--- src/verilog/sspl_pkg.sv ---
// Function
// While manual reset is asserted, supervisor reset output is active.
// Reset releases after timeout once manual reset and all triggers are gone.
// Reset timeout selectable among 0.64 ms, 25 ms, 100 ms, 200 ms.
// Reset active on any programmed supply or monitor fault, or manual reset.
// Fault output active on programmed fault of aux inputs or temperature.
// Healthy active only when all programmed inputs lie within limits.
// Request assertion sequences supplies on; deassertion sequences them off.
// Faults are not evaluated while an on or off sequence runs.
// Bus power command overrides request pin until bus clear command.
// Force shutdown immediately drops all four converter enables.
// Manual reset, request and shutdown input polarities are programmable.
// Fault, healthy, reset are open-drain with programmable active level.
// Sampled address strap level forms one bus address bit.
// Full scale is 4x reference for sense/chip, 12x bus, 2x aux.
// During power-on sequencing healthy is inactive and reset active.
// Margining forces healthy active and reset inactive despite thresholds.
// Monitor mode scans all nine channels every 2 ms against thresholds.
// Reset timeout restarts from zero when any trigger reasserts.
package sspl_pkg;

	localparam int ADDR_W     = 8;
	localparam int NUM_CH     = 9;
	localparam int NUM_CONV   = 4;
	localparam int NUM_EVT    = 4;
	localparam int RST_CNT_W  = 23;
	localparam int SCAN_CNT_W = 13;

	localparam int CLK_MHZ        = 25;
	localparam int TMO_0_US       = 640;
	localparam int TMO_1_US       = 25000;
	localparam int TMO_2_US       = 100000;
	localparam int TMO_3_US       = 200000;
	localparam int SCAN_PERIOD_US = 2000;
	localparam int TMO_0_CYC      = TMO_0_US * CLK_MHZ;
	localparam int TMO_1_CYC      = TMO_1_US * CLK_MHZ;
	localparam int TMO_2_CYC      = TMO_2_US * CLK_MHZ;
	localparam int TMO_3_CYC      = TMO_3_US * CLK_MHZ;
	localparam int SCAN_SLOT_CYC  = SCAN_PERIOD_US * CLK_MHZ / NUM_CH;
	localparam int STRAP_WAIT     = 3;

	localparam logic [ADDR_W-1:0] ADDR_CTRL         = 8'h00;
	localparam logic [ADDR_W-1:0] ADDR_CMD          = 8'h04;
	localparam logic [ADDR_W-1:0] ADDR_RST_MASK     = 8'h08;
	localparam logic [ADDR_W-1:0] ADDR_FAULT_MASK   = 8'h0c;
	localparam logic [ADDR_W-1:0] ADDR_HEALTHY_MASK = 8'h10;
	localparam logic [ADDR_W-1:0] ADDR_STATUS       = 8'h14;
	localparam logic [ADDR_W-1:0] ADDR_FLAGS        = 8'h18;
	localparam logic [ADDR_W-1:0] ADDR_IRQ_STAT     = 8'h1c;
	localparam logic [ADDR_W-1:0] ADDR_IRQ_EN       = 8'h20;
	localparam logic [ADDR_W-1:0] ADDR_IRQ_CLR      = 8'h24;

	localparam logic [3:0] CH_SENSE_LAST = 4'h3;
	localparam logic [3:0] CH_CHIP       = 4'h4;
	localparam logic [3:0] CH_BUS        = 4'h5;
	localparam logic [3:0] CH_AUX1       = 4'h6;
	localparam logic [3:0] CH_AUX2       = 4'h7;
	localparam logic [3:0] CH_LAST       = 4'h8;
	localparam logic [3:0] FS_MULT_SENSE = 4'h4;
	localparam logic [3:0] FS_MULT_BUS   = 4'hc;
	localparam logic [3:0] FS_MULT_AUX   = 4'h2;
	localparam logic [3:0] FS_MULT_TEMP  = 4'h1;

	localparam logic [NUM_CH-1:0] FAULT_CH_SEL = 9'h1c0;
	localparam logic [NUM_CH-1:0] MASK_RESET   = 9'h1ff;

	localparam int EVT_FAULT = 0;
	localparam int EVT_RST   = 1;
	localparam int EVT_SEQ   = 2;
	localparam int EVT_FS    = 3;

	typedef enum logic [1:0] {
		MODE_OFF     = 2'h0,
		MODE_SEQ_ON  = 2'h1,
		MODE_MONITOR = 2'h3,
		MODE_SEQ_OFF = 2'h2
	} sspl_mode_t;

	// Polarity bits: one means active high.
	typedef struct packed {
		logic       margin;
		logic [1:0] tmoSel;
		logic       pupPol;
		logic       rstPol;
		logic       healthyPol;
		logic       faultPol;
		logic       fsPol;
		logic       reqPol;
		logic       mrPol;
	} sspl_ctrl_t;

	localparam sspl_ctrl_t CTRL_RESET = 10'h040;

	typedef struct packed {
		logic clear;
		logic powerOff;
		logic powerOn;
	} sspl_cmd_t;

	typedef struct packed {
		logic       strapDone;
		logic [3:0] scanCh;
		logic       marginOn;
		logic       healthyActive;
		logic       faultActive;
		logic       rstActive;
		logic       addrBit;
		logic       busOverride;
		sspl_mode_t mode;
	} sspl_status_t;

	typedef struct packed {
		logic                faultOut;
		logic                faultOeN;
		logic                healthyOut;
		logic                healthyOeN;
		logic                rstOut;
		logic                rstOeN;
		logic [NUM_CONV-1:0] pupOut;
		logic [NUM_CONV-1:0] pupOeN;
	} sspl_pins_t;

	typedef struct packed {
		sspl_ctrl_t            ctrl;
		logic                  busOverride;
		logic                  busPower;
		logic [NUM_CH-1:0]     rstMask;
		logic [NUM_CH-1:0]     faultMask;
		logic [NUM_CH-1:0]     healthyMask;
		sspl_mode_t            mode;
		logic [NUM_CH-1:0]     over;
		logic [NUM_CH-1:0]     under;
		logic [3:0]            scanCh;
		logic [SCAN_CNT_W-1:0] scanCnt;
		logic                  scanStrobe;
		logic [3:0]            scanScale;
		logic [RST_CNT_W-1:0]  rstCnt;
		logic                  rstReleased;
		logic [1:0]            strapCnt;
		logic                  strapDone;
		logic                  addrBit;
		logic [NUM_EVT-1:0]    irqStat;
		logic [NUM_EVT-1:0]    irqEn;
		logic                  irq;
		logic                  prevFault;
		logic                  prevRst;
		logic                  prevFs;
		logic                  seqOnStart;
		logic                  seqOffStart;
		sspl_pins_t            pins;
		logic [31:0]           prdata;
		logic                  pready;
		logic                  pslverr;
	} sspl_state_t;

	function automatic logic [3:0] fullScale(input logic [3:0] ch);
		if (ch <= CH_SENSE_LAST || ch == CH_CHIP)
			return FS_MULT_SENSE;
		else if (ch == CH_BUS)
			return FS_MULT_BUS;
		else if (ch == CH_AUX1 || ch == CH_AUX2)
			return FS_MULT_AUX;
		else
			return FS_MULT_TEMP;
	endfunction

endpackage

--- src/verilog/sspl_top.sv ---
`timescale 1ns/100ps
module sspl_top #(
	parameter int RST_TMO_0 = sspl_pkg::TMO_0_CYC,
	parameter int RST_TMO_1 = sspl_pkg::TMO_1_CYC,
	parameter int RST_TMO_2 = sspl_pkg::TMO_2_CYC,
	parameter int RST_TMO_3 = sspl_pkg::TMO_3_CYC,
	parameter int SCAN_SLOT = sspl_pkg::SCAN_SLOT_CYC
) (
	input  wire logic                          clk,
	input  wire logic                          rst_n,
	input  wire logic                          psel,
	input  wire logic                          penable,
	input  wire logic                          pwrite,
	input  wire logic [sspl_pkg::ADDR_W-1:0]   paddr,
	input  wire logic [31:0]                   pwdata,
	output logic      [31:0]                   prdata,
	output logic                               pready,
	output logic                               pslverr,
	input  wire logic                          manualResetIn,
	input  wire logic                          powerSequenceRequest,
	input  wire logic                          forceShutdownIn,
	input  wire logic                          busAddressStrap,
	input  wire logic [sspl_pkg::NUM_CH-1:0]   chanOverIn,
	input  wire logic [sspl_pkg::NUM_CH-1:0]   chanUnderIn,
	input  wire logic [sspl_pkg::NUM_CONV-1:0] convEnableReq,
	input  wire logic                          seqDoneIn,
	output sspl_pkg::sspl_pins_t               pins,
	output sspl_pkg::sspl_mode_t               mode,
	output logic                               seqOnStart,
	output logic                               seqOffStart,
	output logic      [3:0]                    scanChannel,
	output logic      [3:0]                    scanScale,
	output logic                               scanStrobe,
	output logic                               busAddressBit,
	output logic                               irq
);
	import sspl_pkg::*;

	sspl_state_t        st;
	sspl_state_t        next_st;
	logic [3:0]         pinSync;
	logic               mrActive;
	logic               reqActive;
	logic               fsActive;
	logic               powerReq;
	logic               marginOn;
	logic               monitoring;
	logic [NUM_CH-1:0]  tripped;
	logic               supplyTrip;
	logic               faultNow;
	logic               healthyNow;
	logic               rstTrigger;
	logic               rstNow;
	logic               busWrite;
	logic               busRead;
	logic [NUM_EVT-1:0] events;
	logic [NUM_EVT-1:0] clrBits;
	logic               pupOn;
	sspl_cmd_t          cmd;
	sspl_status_t       status;

	// Polarity map shared by inputs and open-drain outputs.
	function automatic logic polar(input logic a, input logic pol);
		return a ~^ pol;
	endfunction

	function automatic logic [RST_CNT_W-1:0] tmoLimit(input logic [1:0] sel);
		case (sel)
			2'h0: return RST_CNT_W'(RST_TMO_0 - 1);
			2'h1: return RST_CNT_W'(RST_TMO_1 - 1);
			2'h2: return RST_CNT_W'(RST_TMO_2 - 1);
			default: return RST_CNT_W'(RST_TMO_3 - 1);
		endcase
	endfunction

	sspl_sync #(
		.W(4)
	) u_sync (
		.clk  (clk),
		.rst_n(rst_n),
		.d    ({busAddressStrap, forceShutdownIn,
			powerSequenceRequest, manualResetIn}),
		.q    (pinSync)
	);

	assign mrActive   = polar(pinSync[0], st.ctrl.mrPol);
	assign reqActive  = polar(pinSync[1], st.ctrl.reqPol);
	assign fsActive   = polar(pinSync[2], st.ctrl.fsPol);
	// Once the bus has taken over, the pin is ignored until cleared.
	assign powerReq   = st.busOverride ? st.busPower : reqActive;
	assign monitoring = (st.mode == MODE_MONITOR);
	assign marginOn   = monitoring & st.ctrl.margin;
	assign tripped    = st.over | st.under;
	// Margining masks threshold results from reset and healthy.
	assign supplyTrip = (|(tripped & st.rstMask)) & ~marginOn;
	assign faultNow   = |(tripped & st.faultMask & FAULT_CH_SEL);
	assign healthyNow = monitoring &
		(marginOn | ~|(tripped & st.healthyMask));
	// Any mode other than monitor keeps reset asserted.
	assign rstTrigger = mrActive | supplyTrip | ~monitoring;
	assign rstNow     = rstTrigger | ~st.rstReleased;
	assign busWrite   = psel & penable & st.pready & pwrite;
	assign busRead    = psel & penable & ~st.pready;
	assign cmd        = sspl_cmd_t'(pwdata[2:0]);
	assign clrBits    = (busWrite && paddr == ADDR_IRQ_CLR) ?
		pwdata[NUM_EVT-1:0] : '0;

	always_comb begin
		status               = '0;
		status.strapDone     = st.strapDone;
		status.scanCh        = st.scanCh;
		status.marginOn      = marginOn;
		status.healthyActive = healthyNow;
		status.faultActive   = faultNow;
		status.rstActive     = rstNow;
		status.addrBit       = st.addrBit;
		status.busOverride   = st.busOverride;
		status.mode          = st.mode;
	end

	always_comb begin
		next_st             = st;
		next_st.seqOnStart  = 1'b0;
		next_st.seqOffStart = 1'b0;
		next_st.scanStrobe  = 1'b0;
		events              = '0;

		// Register writes take effect at the completing edge.
		if (busWrite) begin
			case (paddr)
				ADDR_CTRL:
					next_st.ctrl = sspl_ctrl_t'(pwdata[9:0]);
				ADDR_CMD: begin
					if (cmd.powerOn || cmd.powerOff) begin
						next_st.busOverride = 1'b1;
						next_st.busPower    = cmd.powerOn;
					end else if (cmd.clear) begin
						next_st.busOverride = 1'b0;
					end
				end
				ADDR_RST_MASK:
					next_st.rstMask = pwdata[NUM_CH-1:0];
				ADDR_FAULT_MASK:
					next_st.faultMask = pwdata[NUM_CH-1:0];
				ADDR_HEALTHY_MASK:
					next_st.healthyMask = pwdata[NUM_CH-1:0];
				ADDR_IRQ_EN:
					next_st.irqEn = pwdata[NUM_EVT-1:0];
				default: ;
			endcase
		end

		// One wait state: data and error are presented with pready.
		next_st.pready  = busRead;
		next_st.prdata  = '0;
		next_st.pslverr = 1'b0;
		if (busRead && !pwrite) begin
			case (paddr)
				ADDR_CTRL:         next_st.prdata = 32'(st.ctrl);
				ADDR_CMD:          next_st.prdata = '0;
				ADDR_RST_MASK:     next_st.prdata = 32'(st.rstMask);
				ADDR_FAULT_MASK:   next_st.prdata = 32'(st.faultMask);
				ADDR_HEALTHY_MASK: next_st.prdata = 32'(st.healthyMask);
				ADDR_STATUS:       next_st.prdata = 32'(status);
				ADDR_FLAGS:        next_st.prdata = 32'({st.under, st.over});
				ADDR_IRQ_STAT:     next_st.prdata = 32'(st.irqStat);
				ADDR_IRQ_EN:       next_st.prdata = 32'(st.irqEn);
				ADDR_IRQ_CLR:      next_st.prdata = '0;
				default:           next_st.pslverr = 1'b1;
			endcase
		end else if (busRead) begin
			case (paddr)
				ADDR_CTRL, ADDR_CMD, ADDR_RST_MASK, ADDR_FAULT_MASK,
				ADDR_HEALTHY_MASK, ADDR_STATUS, ADDR_FLAGS,
				ADDR_IRQ_STAT, ADDR_IRQ_EN, ADDR_IRQ_CLR:
					next_st.pslverr = 1'b0;
				default:
					next_st.pslverr = 1'b1;
			endcase
		end

		// Operating mode sequencing.
		case (st.mode)
			MODE_OFF: begin
				if (powerReq && !fsActive) begin
					next_st.mode       = MODE_SEQ_ON;
					next_st.seqOnStart = 1'b1;
				end
			end
			MODE_SEQ_ON: begin
				if (fsActive) begin
					next_st.mode = MODE_OFF;
				end else if (seqDoneIn) begin
					next_st.mode      = MODE_MONITOR;
					events[EVT_SEQ]   = 1'b1;
				end
			end
			MODE_MONITOR: begin
				if (fsActive) begin
					next_st.mode = MODE_OFF;
				end else if (!powerReq) begin
					next_st.mode        = MODE_SEQ_OFF;
					next_st.seqOffStart = 1'b1;
				end
			end
			MODE_SEQ_OFF: begin
				if (seqDoneIn || fsActive) begin
					next_st.mode    = MODE_OFF;
					events[EVT_SEQ] = seqDoneIn;
				end
			end
			default: next_st.mode = MODE_OFF;
		endcase

		// Channel scan runs only in monitor mode; results are dropped
		// otherwise so that stale trips cannot fire after a sequence.
		if (monitoring) begin
			if (st.scanCnt == SCAN_CNT_W'(SCAN_SLOT - 1)) begin
				next_st.scanCnt          = '0;
				next_st.scanStrobe       = 1'b1;
				next_st.over[st.scanCh]  = chanOverIn[st.scanCh];
				next_st.under[st.scanCh] = chanUnderIn[st.scanCh];
				next_st.scanCh = (st.scanCh == CH_LAST) ?
					4'h0 : st.scanCh + 4'h1;
			end else begin
				next_st.scanCnt = st.scanCnt + SCAN_CNT_W'(1);
			end
		end else begin
			next_st.scanCnt = '0;
			next_st.scanCh  = '0;
			next_st.over    = '0;
			next_st.under   = '0;
		end
		next_st.scanScale = fullScale(next_st.scanCh);

		// Reset timeout restarts whenever any trigger is present.
		if (rstTrigger) begin
			next_st.rstCnt      = '0;
			next_st.rstReleased = 1'b0;
		end else if (!st.rstReleased) begin
			if (st.rstCnt >= tmoLimit(st.ctrl.tmoSel)) begin
				next_st.rstReleased = 1'b1;
			end else begin
				next_st.rstCnt = st.rstCnt + RST_CNT_W'(1);
			end
		end

		// Strap is taken once the synchroniser has settled after reset.
		if (!st.strapDone) begin
			if (st.strapCnt == 2'(STRAP_WAIT - 1)) begin
				next_st.strapDone = 1'b1;
				next_st.addrBit   = pinSync[3];
			end else begin
				next_st.strapCnt = st.strapCnt + 2'h1;
			end
		end

		// Open-drain pins: enable low pulls the pad low.
		next_st.pins.faultOut   = 1'b0;
		next_st.pins.healthyOut = 1'b0;
		next_st.pins.rstOut     = 1'b0;
		next_st.pins.pupOut     = '0;
		next_st.pins.faultOeN   = polar(faultNow, st.ctrl.faultPol);
		next_st.pins.healthyOeN =
			polar(healthyNow, st.ctrl.healthyPol);
		next_st.pins.rstOeN     = polar(rstNow, st.ctrl.rstPol);
		for (int i = 0; i < NUM_CONV; i++) begin
			pupOn = convEnableReq[i] & ~fsActive &
				(next_st.mode != MODE_OFF);
			next_st.pins.pupOeN[i] = polar(pupOn, st.ctrl.pupPol);
		end

		// Sticky events; a set in the clearing cycle survives.
		next_st.prevFault  = faultNow;
		next_st.prevRst    = rstNow;
		next_st.prevFs     = fsActive;
		events[EVT_FAULT]  = faultNow & ~st.prevFault;
		events[EVT_RST]    = rstNow & ~st.prevRst;
		events[EVT_FS]     = fsActive & ~st.prevFs;
		next_st.irqStat    = (st.irqStat & ~clrBits) | events;
		next_st.irq        = |(next_st.irqStat & next_st.irqEn);
	end

	always_ff @(posedge clk or negedge rst_n) begin
		if (!rst_n) begin
			st                 <= '0;
			st.ctrl            <= CTRL_RESET;
			st.rstMask         <= MASK_RESET;
			st.faultMask       <= MASK_RESET;
			st.healthyMask     <= MASK_RESET;
			st.mode            <= MODE_OFF;
			st.scanScale       <= FS_MULT_SENSE;
			st.prevRst         <= 1'b1;
			// The synchroniser leaves reset showing the active-low shutdown
			// pin asserted; starting high keeps that from logging an event.
			st.prevFs          <= 1'b1;
			st.pins.faultOeN   <= 1'b1;
			st.pins.healthyOeN <= 1'b1;
			st.pins.rstOeN     <= 1'b0;
			st.pins.pupOeN     <= '0;
		end else begin
			st <= next_st;
		end
	end

	assign prdata        = st.prdata;
	assign pready        = st.pready;
	assign pslverr       = st.pslverr;
	assign pins          = st.pins;
	assign mode          = st.mode;
	assign seqOnStart    = st.seqOnStart;
	assign seqOffStart   = st.seqOffStart;
	assign scanChannel   = st.scanCh;
	assign scanScale     = st.scanScale;
	assign scanStrobe    = st.scanStrobe;
	assign busAddressBit = st.addrBit;
	assign irq           = st.irq;
endmodule

--- src/verilog/sspl_sync.sv ---
`timescale 1ns/100ps
module sspl_sync #(
	parameter int W = 1
) (
	input  wire logic         clk,
	input  wire logic         rst_n,
	input  wire logic [W-1:0] d,
	output logic      [W-1:0] q
);
	logic [W-1:0] meta;

	// The first stage feeds only the second stage.
	always_ff @(posedge clk or negedge rst_n) begin
		if (!rst_n) begin
			meta <= '0;
			q    <= '0;
		end else begin
			meta <= d;
			q    <= meta;
		end
	end
endmodule

--- config.mk ---
export PLATFORM = sky130hd
export DESIGN_NAME = sspl_top
export DESIGN_NICKNAME = d
export VERILOG_FILES = /design/src/verilog/sspl_pkg.sv /design/src/verilog/sspl_top.sv /design/src/verilog/sspl_sync.sv
export SDC_FILE = /design/constraint.sdc
export NUM_CORES = 1
export LEC_CHECK = 0
export BUFFER_PORTS_ARGS = -buffer_cell sky130_fd_sc_hd__buf_2
export CORE_MARGIN = 3
export CORE_UTILIZATION = 40
export CTS_BUF_LIST = sky130_fd_sc_hd__clkbuf_8 sky130_fd_sc_hd__clkbuf_16
export CTS_CLUSTER_DIAMETER = 120
export CTS_CLUSTER_SIZE = 28
export DETAILED_ROUTE_END_ITERATION = 7
export SYNTH_ARGS = -nofsm -noshare
export SYNTH_HDL_FRONTEND = slang
export SYNTH_SLANG_ARGS = --single-unit
--- constraint.sdc ---
create_clock -name clk -period 6.71 [get_ports clk]
set_input_delay 0.671 -clock clk [delete_from_list [all_inputs] [get_ports clk]]
set_output_delay 0.671 -clock clk [all_outputs]
set_load 0.005 [all_outputs]
## After elaboration in Yosys (flattened, before gate mapping)

Cells that the tools add are included.

| cells by class | value |
|---|---|
| $add $sub $neg | 4 |
| $mul | 0 |
| div/mod/pow operators | 0 |
| order comparisons | 4 |
| eq/ne operators | 24 |
| shifts and indexed selects | 0 |
| multiplexer cells | 53 |
| bitwise gates (word level) | 50 |
| reductions and logical operators | 30 |

Operators with widths:

| operator | count |
|---|---|
| case mux 18 bit (8 select lines) | 1 |
| two-way mux 23 bit | 3 |
| case mux 23 bit (3 select lines) | 1 |
| two-way mux 24 bit | 2 |
| two-way mux 35 bit | 1 |
| equality test 8 x 5 -> 1 bit (second input constant) | 4 |
| AND 9 bit | 3 |
| two-way mux 4 bit | 6 |
| adder 23 x 1 -> 23 bit (second input constant) | 1 |
| >= comparator 23 bit | 1 |
| two-way mux 22 bit | 1 |
| two-way mux 1 bit | 20 |
| AND 1 bit | 18 |
| bitwise mux 9 bit | 2 |
| two-way mux 18 bit | 1 |
| two-way mux 2 bit | 9 |
| OR reduction 9 bit | 2 |
| equality test 4 x 3 -> 1 bit (second input constant) | 4 |
| equality test 8 x 4 -> 1 bit (second input constant) | 2 |
| equality test 8 x 6 -> 1 bit (second input constant) | 2 |
| AND reduction 2 bit | 7 |
| adder 13 x 1 -> 13 bit (second input constant) | 1 |
| equality test 13 bit (second input constant) | 1 |
| two-way mux 13 bit | 1 |
| 32 further kinds | 71 |

| storage, ports and cells | value |
|---|---|
| register bits after elaboration | 172 |
| latch bits | 0 |
| RAM bits | 0 |
| ROM bits | 0 |
| input port bits | 72 |
| output and inout port bits | 63 |
| memories | 0 |

## Logic depth before layout (Yosys ltp)

Gate-level depths: netlist (run 1).

| depth | value |
|---|---|
| depth in word-level cells | 12 |
| depth in mapped cells | 12 |

## By module

A second synthesis (run 1) with hierarchy kept.

| unflattened totals | value |
|---|---|
| cells, all modules | 839 |
| area, all modules | 8553.2 µm² |

Modules (own cells, without submodules):

| module | times used | cells each | area an instance (µm²) | sequential area each (µm²) |
|---|---|---|---|---|
| sspl_top | 1 | 831 | 8353.0 | 3794.9 |
| sspl_sync | 1 | 8 | 200.2 | 200.2 |

## Worst setup path after synthesis (run 1)

OpenSTA, ideal clock, no wires.

| timing | value |
|---|---|
| kind | flip-flop to flip-flop |
| start | reg st[169] (netlist bit) |
| end | reg st[74] (netlist bit) |
| library setup time | 0.078 ns |
| arrival time | 2.614 ns |
| required time | 6.632 ns |
| slack | 4.018 ns |
| stages on the path, launching flop included | 12 |
| clock period less this slack | 2.692 ns |
| path through | dfrtp_1 > inv_1 > ha_1 > o21bai_1 > ha_1 > nand2_1 > o21ai_0 > or3_1 > o211a_1 > buf_2 > or4_1 > a21oi_1 |

| between the ends | value |
|---|---|
| longest elaborated chain between the ends | 7 |
| elaborated cells between the ends (all ways) | 9 |
| classes of those cells | order compare (1); eq/ne (3); mux (3); reduce/logical (2) |

Ends and longest elaborated chain:

| item | line | text |
|---|---|---|
| start: declaration | sspl_top.sv:39 | `sspl_state_t st;` |
| start signal: assignment | sspl_top.sv:302 | `st <= next_st;` |
| equality test 2 bit (tied with other cells) | sspl_top.sv:68 | `case (sel)` |
| case mux 23 bit (3 select lines) (*) | sspl_top.sv:68 |  |
| two-way mux 23 bit (*) | sspl_top.sv:240 | `end else if (!st.rstReleased) begin` |
| two-way mux 23 bit (*) | sspl_top.sv:237 | `if (rstTrigger) begin` |
| >= comparator 23 bit (*) | sspl_top.sv:241 | `if (st.rstCnt >= tmoLimit(st.ctrl.tmoSel)) begin` |
| inequality test 2 bit (no source line) (*) | -- |  |
| AND reduction 2 bit (no source line) (*) | -- |  |

Mark *: on every way between the ends. The rest lies on a longest branch, timed or not. The select of a mux whose other input is x is not followed.
A chain may end at the register's enable or synchronous reset.

## Final worst setup path (run 1)

| timing | value |
|---|---|
| start | reg st[169] (netlist bit) |
| end | reg st[76] (netlist bit) |

The elaborated chain is that of the path after synthesis.

==> run_results.csv, run 1 <==
group,metric,value,unit
logic_synthesis,yosysTopAreaCell,"dfrtp_1",
route,dr_total_vias,6327,
logic_synthesis,avgSynthCellArea,10.5,um^2
flow_run,drv_cap,0,
cts,htreeDepth,4,
sta,drv_slew,0,
critical_path,worst_r2r_startpoint,"st[169]",
floorplanning,io_pins,135,
critical_path,required,7.05,ns
route,ant_nets,0,
grt,antenna_found_initial,2,
sta,hold_violations,0,
power_and_ir_drop,ir_worst_vdd,0.000110,V
floorplanning,die_h,152,um
logic_synthesis,synth.distinct_cells,71,
critical_path,crit_arrival,3.76,ns
grt,grt.total_usage,17.7,%
sta,max_freq,293,MHz
route,drtIter0Drc,459,
critical_path,r2r_setup_slack,3.30,ns
cts,hold_buffers,0,
run_status,status,"finished clean",
logic_synthesis,async_reset_ff_share,100,%
route,viasPerCell,5.51,
sta,slew_headroom,21.5,%
cts,cts_resized,0,
cts,cts_buffer_depth,2,
critical_path,path_delay_family,"compound AO/OA/AOI/OAI gates",
cts,clk_latency,0.43,ns
logic_synthesis,synthTopCellsByArea,"dfrtp_1 (37%), dfstp_2 (10%), ha_1 (5.6%), mux2_2 (5.4%), buf_4 (4.9%)",
route,dr.pass1.iters,6,
logic_synthesis,synth_common_cells,"dfrtp_1 (125), nand2_1 (69), o21ai_0 (61)",
hold_path,hold_path_class,"in -> async",
power_and_ir_drop,power.density,223,nW/um^2
route,drc,0,
logic_synthesis,synth.most_common_cell,"dfrtp_1",
finish,area_growth,11.2,%
finish,nets,973,
cts,cts_tree,"done",
logic_synthesis,synth_top_area_share,36.7,%
cts,cts-buffers-inserted,17,
logic_synthesis,yosysWarnings,0,
floorplanning,start_util,41.5,%
sta,period_needed,3.41,ns
critical_path,worst_path_max_delay_cell,"or4_1",
floorplanning,rows,52,
logic_synthesis,synth-seq-cells,158,
grt,grt_max_degree,82,
logic_synthesis,syn_inst,815,
cts,clkTransAtPathRegs,0.06,ns
finish,fill_cells,1977,
sta,worst_slew_pin_slew,1.17,ns
critical_path,path_cells,"inv_1 -> ha_1 -> o21bai_1 -> ha_1 -> nand2_1 -> o21ai_0 -> or3_1 -> o211a_1 -> or4_1 -> a21oi_1",
sta,rsz0062_at_grt,"false",
logic_synthesis,ys_seq_area_share,46.9,%
power_and_ir_drop,total_power,0.00212,W
critical_path,critPathLaunchType,"register",
placed_design,gp_congestion,0.855,
finish,multi_input_area,3970,um^2
logic_synthesis,ys.flop_type,"dfrtp_1",
placed_design,io_buffers,91,
grt,gr-total-overflow,0,
placed_design,hpwl,14.7,mm
finish,final-seq-area,4000,um^2
logic_synthesis,synth_edf_count,0,
floorplanning,die_w,152,um
sta,setup_tns,0,ns
finish,postLayoutCoreUtil,46.1,%
critical_path,cpMostUsedCell,"ha_1",
cts,cts_setup_buffers,0,
route,wl_per_cell,18.0,um
cts,clock-sinks,158,
power_and_ir_drop,p_leak,4.25,nW
sta,post-route-period-util,50.9,%
critical_path,critical_path.max_stage_delay,0.66,ns
sta,fin_skew,0.00894,ns
finish,drive_above_1_share,24.7,%
floorplanning,core_area,20600,um^2
sta,setup_viol,0,
critical_path,critical_path.endpoint_type,"register",
critical_path,crit_buf_inv,1,
critical_path,r2r-end,"st[76]",
critical_path,worstPathMaxFanout,40,
grt,grt_pass1_wl,33.2,mm
grt,grt_pass1_vias,6072,
critical_path,rr_worst_depth,10,
logic_synthesis,synth_area,8520,um^2
critical_path,worst-setup-path-type,"reg -> reg",
floorplanning,die_area,23100,um^2
critical_path,crit_cells,10,
cts,cts_root_buffer,"clkbuf_16",
route,drt-total-wl,20.6,mm
## cells in the final DEF (no fill, tap or decap), types with 4 or more instances in the layout
master / count
a211oi_1: 4
a21oi_1: 28
a221oi_1: 8
a222oi_1: 4
a22oi_1: 15
a31oi_1: 5
and2_1: 9
and3_1: 12
and4_1: 4
buf_2: 90
buf_4: 4
clkbuf_16: 17
conb_1: 21
dfrtp_1: 125
dfstp_2: 33
ha_1: 38
inv_1: 25
inv_6: 4
mux2_2: 41
mux2i_1: 21
nand2_1: 69
nand3_1: 26
nand3b_1: 4
nand4_1: 18
nor2_1: 42
nor2b_1: 5
nor3_1: 9
nor4_1: 6
o211ai_1: 6
o21ai_0: 61
o2bb2ai_1: 5
o31ai_1: 9
or3_1: 15
or4_1: 12
xnor2_1: 9
xor2_1: 18
## per-stage QoR
step	setup slack [ns]	std cells	hold WS, ns	area [um^2]
after floorplan	4.02	835	0.331	8600
after detailed placement	3.28	1114	0.335	8880
after global placement	3.35	1114	0.335	8880
after global routing	3.05	1148	0.318	9480
final	3.30	1148	0.249	9480
after CTS	3.26	1146	0.296	9470
## power by group
part,internal [W],leakage [nW],switching [W]
Sequential,0.000974,2.01,0.0000177
Clock,0.000555,0.291,0.000406
Combinational,0.0000608,1.94,0.000103
## cells by family (layout without fill, tap and decap cells)
family          after synthesis  in the layout  share of synthesized area, %
compound gates              165            165                          12.6
xor+xnor                     27             27                          2.77
fa+ha+maj                    38             38                          5.58
buf+inv                     109            150                          7.41
flops                       158            158                          46.9
mux                          65             65                          8.59
other cells                   1             23                        0.0440
simple gates                252            252                          16.1
## layer usage
metal,global-route usage (%),vias up,wire [um]
met4,5.86,0,380
met1,26.3,3101,9980
met5,0,-,0
met2,26.2,208,9110
li1,-,2992,-
met3,3.13,26,1160
## flip-flops by register name (all words and copies together), names as in the netlist, 2 cells and up
signal and cells:
mode 2, pins 7, prdata 18, scanChannel 4
scanScale 4, st 108, u_sync.meta 4, u_sync.q 4
## worst max path at each step
stage	slack, ns	to	from
final	3.30	st[76]	st[169]
after global routing	3.05	st[78]	st[169]
after CTS	3.26	st[76]	st[169]
after detailed placement	3.28	st[76]	st[169]
after global placement	3.35	st[72]	st[169]
after floorplan	4.02	st[74]	st[169]
## cell type report
cell class | count | area share, %
antenna | 2 | 0.0528
clock buffer | 17 | 4.49
clock inverter | 15 | 1.72
inverter | 23 | 0.911
multi-input combinational | 568 | 41.9
sequential | 158 | 42.2
tap | 270 | 3.57
timing repair buffer | 95 | 5.19
Power figures use the tool's default switching activity.
==> inputs of run 2 (changes only) <==
Clock period 6.71 ns to 3.43 ns, I/O delays scaled along.
==> run_results.csv, run 2 (synthesis results as in run 1) <==
group,metric,value,unit
cts,cts_root_buffer,"clkbuf_16",
power_and_ir_drop,power.density,420,nW/um^2
sta,max_freq,327,MHz
finish,nets,984,
placed_design,gp_congestion,0.868,
grt,grt_pass1_wl,33.7,mm
sta,drv_slew,0,
run_status,status,"finished clean",
critical_path,worstPathMaxFanout,14,
grt,grt_pass1_vias,6106,
placed_design,hpwl,14.8,mm
finish,final_cells,1158,
finish,fill_cells,1979,
sta,post-route-period-util,89.1,%
sta,rsz0062_at_grt,"false",
critical_path,required,3.78,ns
power_and_ir_drop,total_power,0.00400,W
finish,area_growth,11.8,%
floorplanning,rows,52,
critical_path,critical_path.endpoint_type,"register",
sta,whs,0.0212,ns
critical_path,crit_arrival,3.41,ns
route,drt-total-wl,20.6,mm
sta,slew_headroom,43.4,%
cts,htreeDepth,4,
sta,setup_viol,0,
finish,largest_reg_flops,108,
floorplanning,die_h,152,um
sta,period_needed,3.06,ns
critical_path,worst-setup-path-type,"reg -> reg",
route,drc,0,
route,ant_nets,0,
sta,worst_slew_pin_slew,0.842,ns
hold_path,hold_path_class,"in -> reg",
placed_design,io_buffers,91,
sta,hold_violations,0,
route,dr_total_vias,6320,
finish,drive_above_1_share,25.4,%
finish,regMostFlops,"st",
power_and_ir_drop,ir_worst_vdd,0.000287,V
grt,gr-total-overflow,0,
flow_run,drv_cap,0,
cts,clkTransAtPathRegs,0.06,ns
grt,antenna_found_initial,1,
cts,cts-buffers-inserted,17,
cts,clk_latency,0.43,ns
finish,postLayoutCellArea,9530,um^2
floorplanning,core_area,20600,um^2
cts,cts_tree,"done",
hold_path,hold_start,"forceShutdownIn",
placed_design,dp_cells,1123,
finish,multi_input_area,3970,um^2
finish,layout.cells.most_common_list,"dfrtp_1 (125), buf_2 (90), nand2_1 (69)",
grt,grt.total_usage,18.0,%
critical_path,crit_start,"st[169]",
critical_path,worst_r2r_startpoint,"st[169]",
placed_design,dpl_cell_area,8960,um^2
cts,clock-sinks,158,
floorplanning,die_w,152,um
route,viasPerCell,5.46,
finish,final-seq-area,4000,um^2
sta,setup_tns,0,ns
floorplanning,die_area,23100,um^2
route,dr.pass1.iters,5,
floorplanning,start_util,41.5,%
route,drtIter0Drc,402,
cts,cts_buffer_depth,2,
power_and_ir_drop,p_leak,4.28,nW
floorplanning,io_pins,135,
finish,final_common_cell,"dfrtp_1",
route,wl_per_cell,17.8,um
critical_path,critPathLaunchType,"register",
grt,grt_max_degree,82,
sta,fin_skew,0.00711,ns
run 2: changes by cell type in the layout (fill, tap and decap cells not counted):
| cell | change |
|---|---|
| inv_8 | -2 |
| diode_2 | -1 |
| clkbuf_8 | +2 |
| buf_4 | +8 |
| clkinv_4 | -1 |
| dlygate4sd3_1 | +2 |
| buf_12 | +1 |
| clkinvlp_4 | +1 |
| clkinv_2 | +2 |
| bufinv_16 | -2 |
run 2: timing repair:
action / 4_1_cts / 5_1_grt
setup buffers: 0 / 0
hold endpoints to repair: 44 / 1
hold buffers: 1 / 1
gates resized for setup: 0 / 0
run 2: area by class of cell:
| cell class | count | share of cell area [%] |
|---|---|---|
| multi-input cells | 568 | 41.7 |
| clock buffers | 19 | 4.75 |
| inverters | 23 | 0.906 |
| clock inverters | 13 | 0.932 |
| repair buffers | 106 | 6.21 |
| flip-flops and latches | 158 | 41.9 |
| well taps | 270 | 3.55 |
| diodes | 1 | 0.0263 |
run 2: path summary, 6_finish.rpt:
check	end	slack [ns]	cells past startpoint
worst max-delay path	st[74]	0.37	11
worst min-delay path	u_sync.meta[2]	0.02	1
worst max register to register	st[74]	0.37	11
worst min register to register	u_sync.q[3]	0.35	0
max in group asynchronous	st[133]	1.98	3
min in group asynchronous	st[88]	0.51	2
run 2: per-stage QoR:
step | setup slack (ns) | utilization (%)
after floorplan | 0.738 | -
after global placement | 0.429 | 43.6
after detailed placement | 0.404 | 43.6
after CTS | 0.374 | 46.3
after global routing | 0.124 | 46.3
final | 0.374 | 46.3
run 2: routing by layer:
metal  vias to the layer above  GRT usage, %  wire (um)
met1                      3082          26.9       9960
met5                         -             0          0
met2                       198          26.0       9170
li1                       3017             -          -
met4                         0          5.31        339
met3                        23          4.44       1150
run 2: worst max-delay path, cell delays in order (launching register included):
cell,delay (ns)
dfrtp_1,0.53
inv_1,0.11
ha_1,0.23
o21bai_1,0.21
ha_1,0.28
nand2_1,0.07
o21ai_0,0.10
or3_1,0.35
o211a_1,0.25
buf_4,0.19
or4_1,0.51
a21oi_1,0.15
run 2: power breakdown:
part           total, W  switching (W)  internal [W]
sequential      0.00194      0.0000340       0.00191
combinational  0.000321       0.000199      0.000122
clock           0.00174       0.000775      0.000963
total           0.00400        0.00101       0.00299
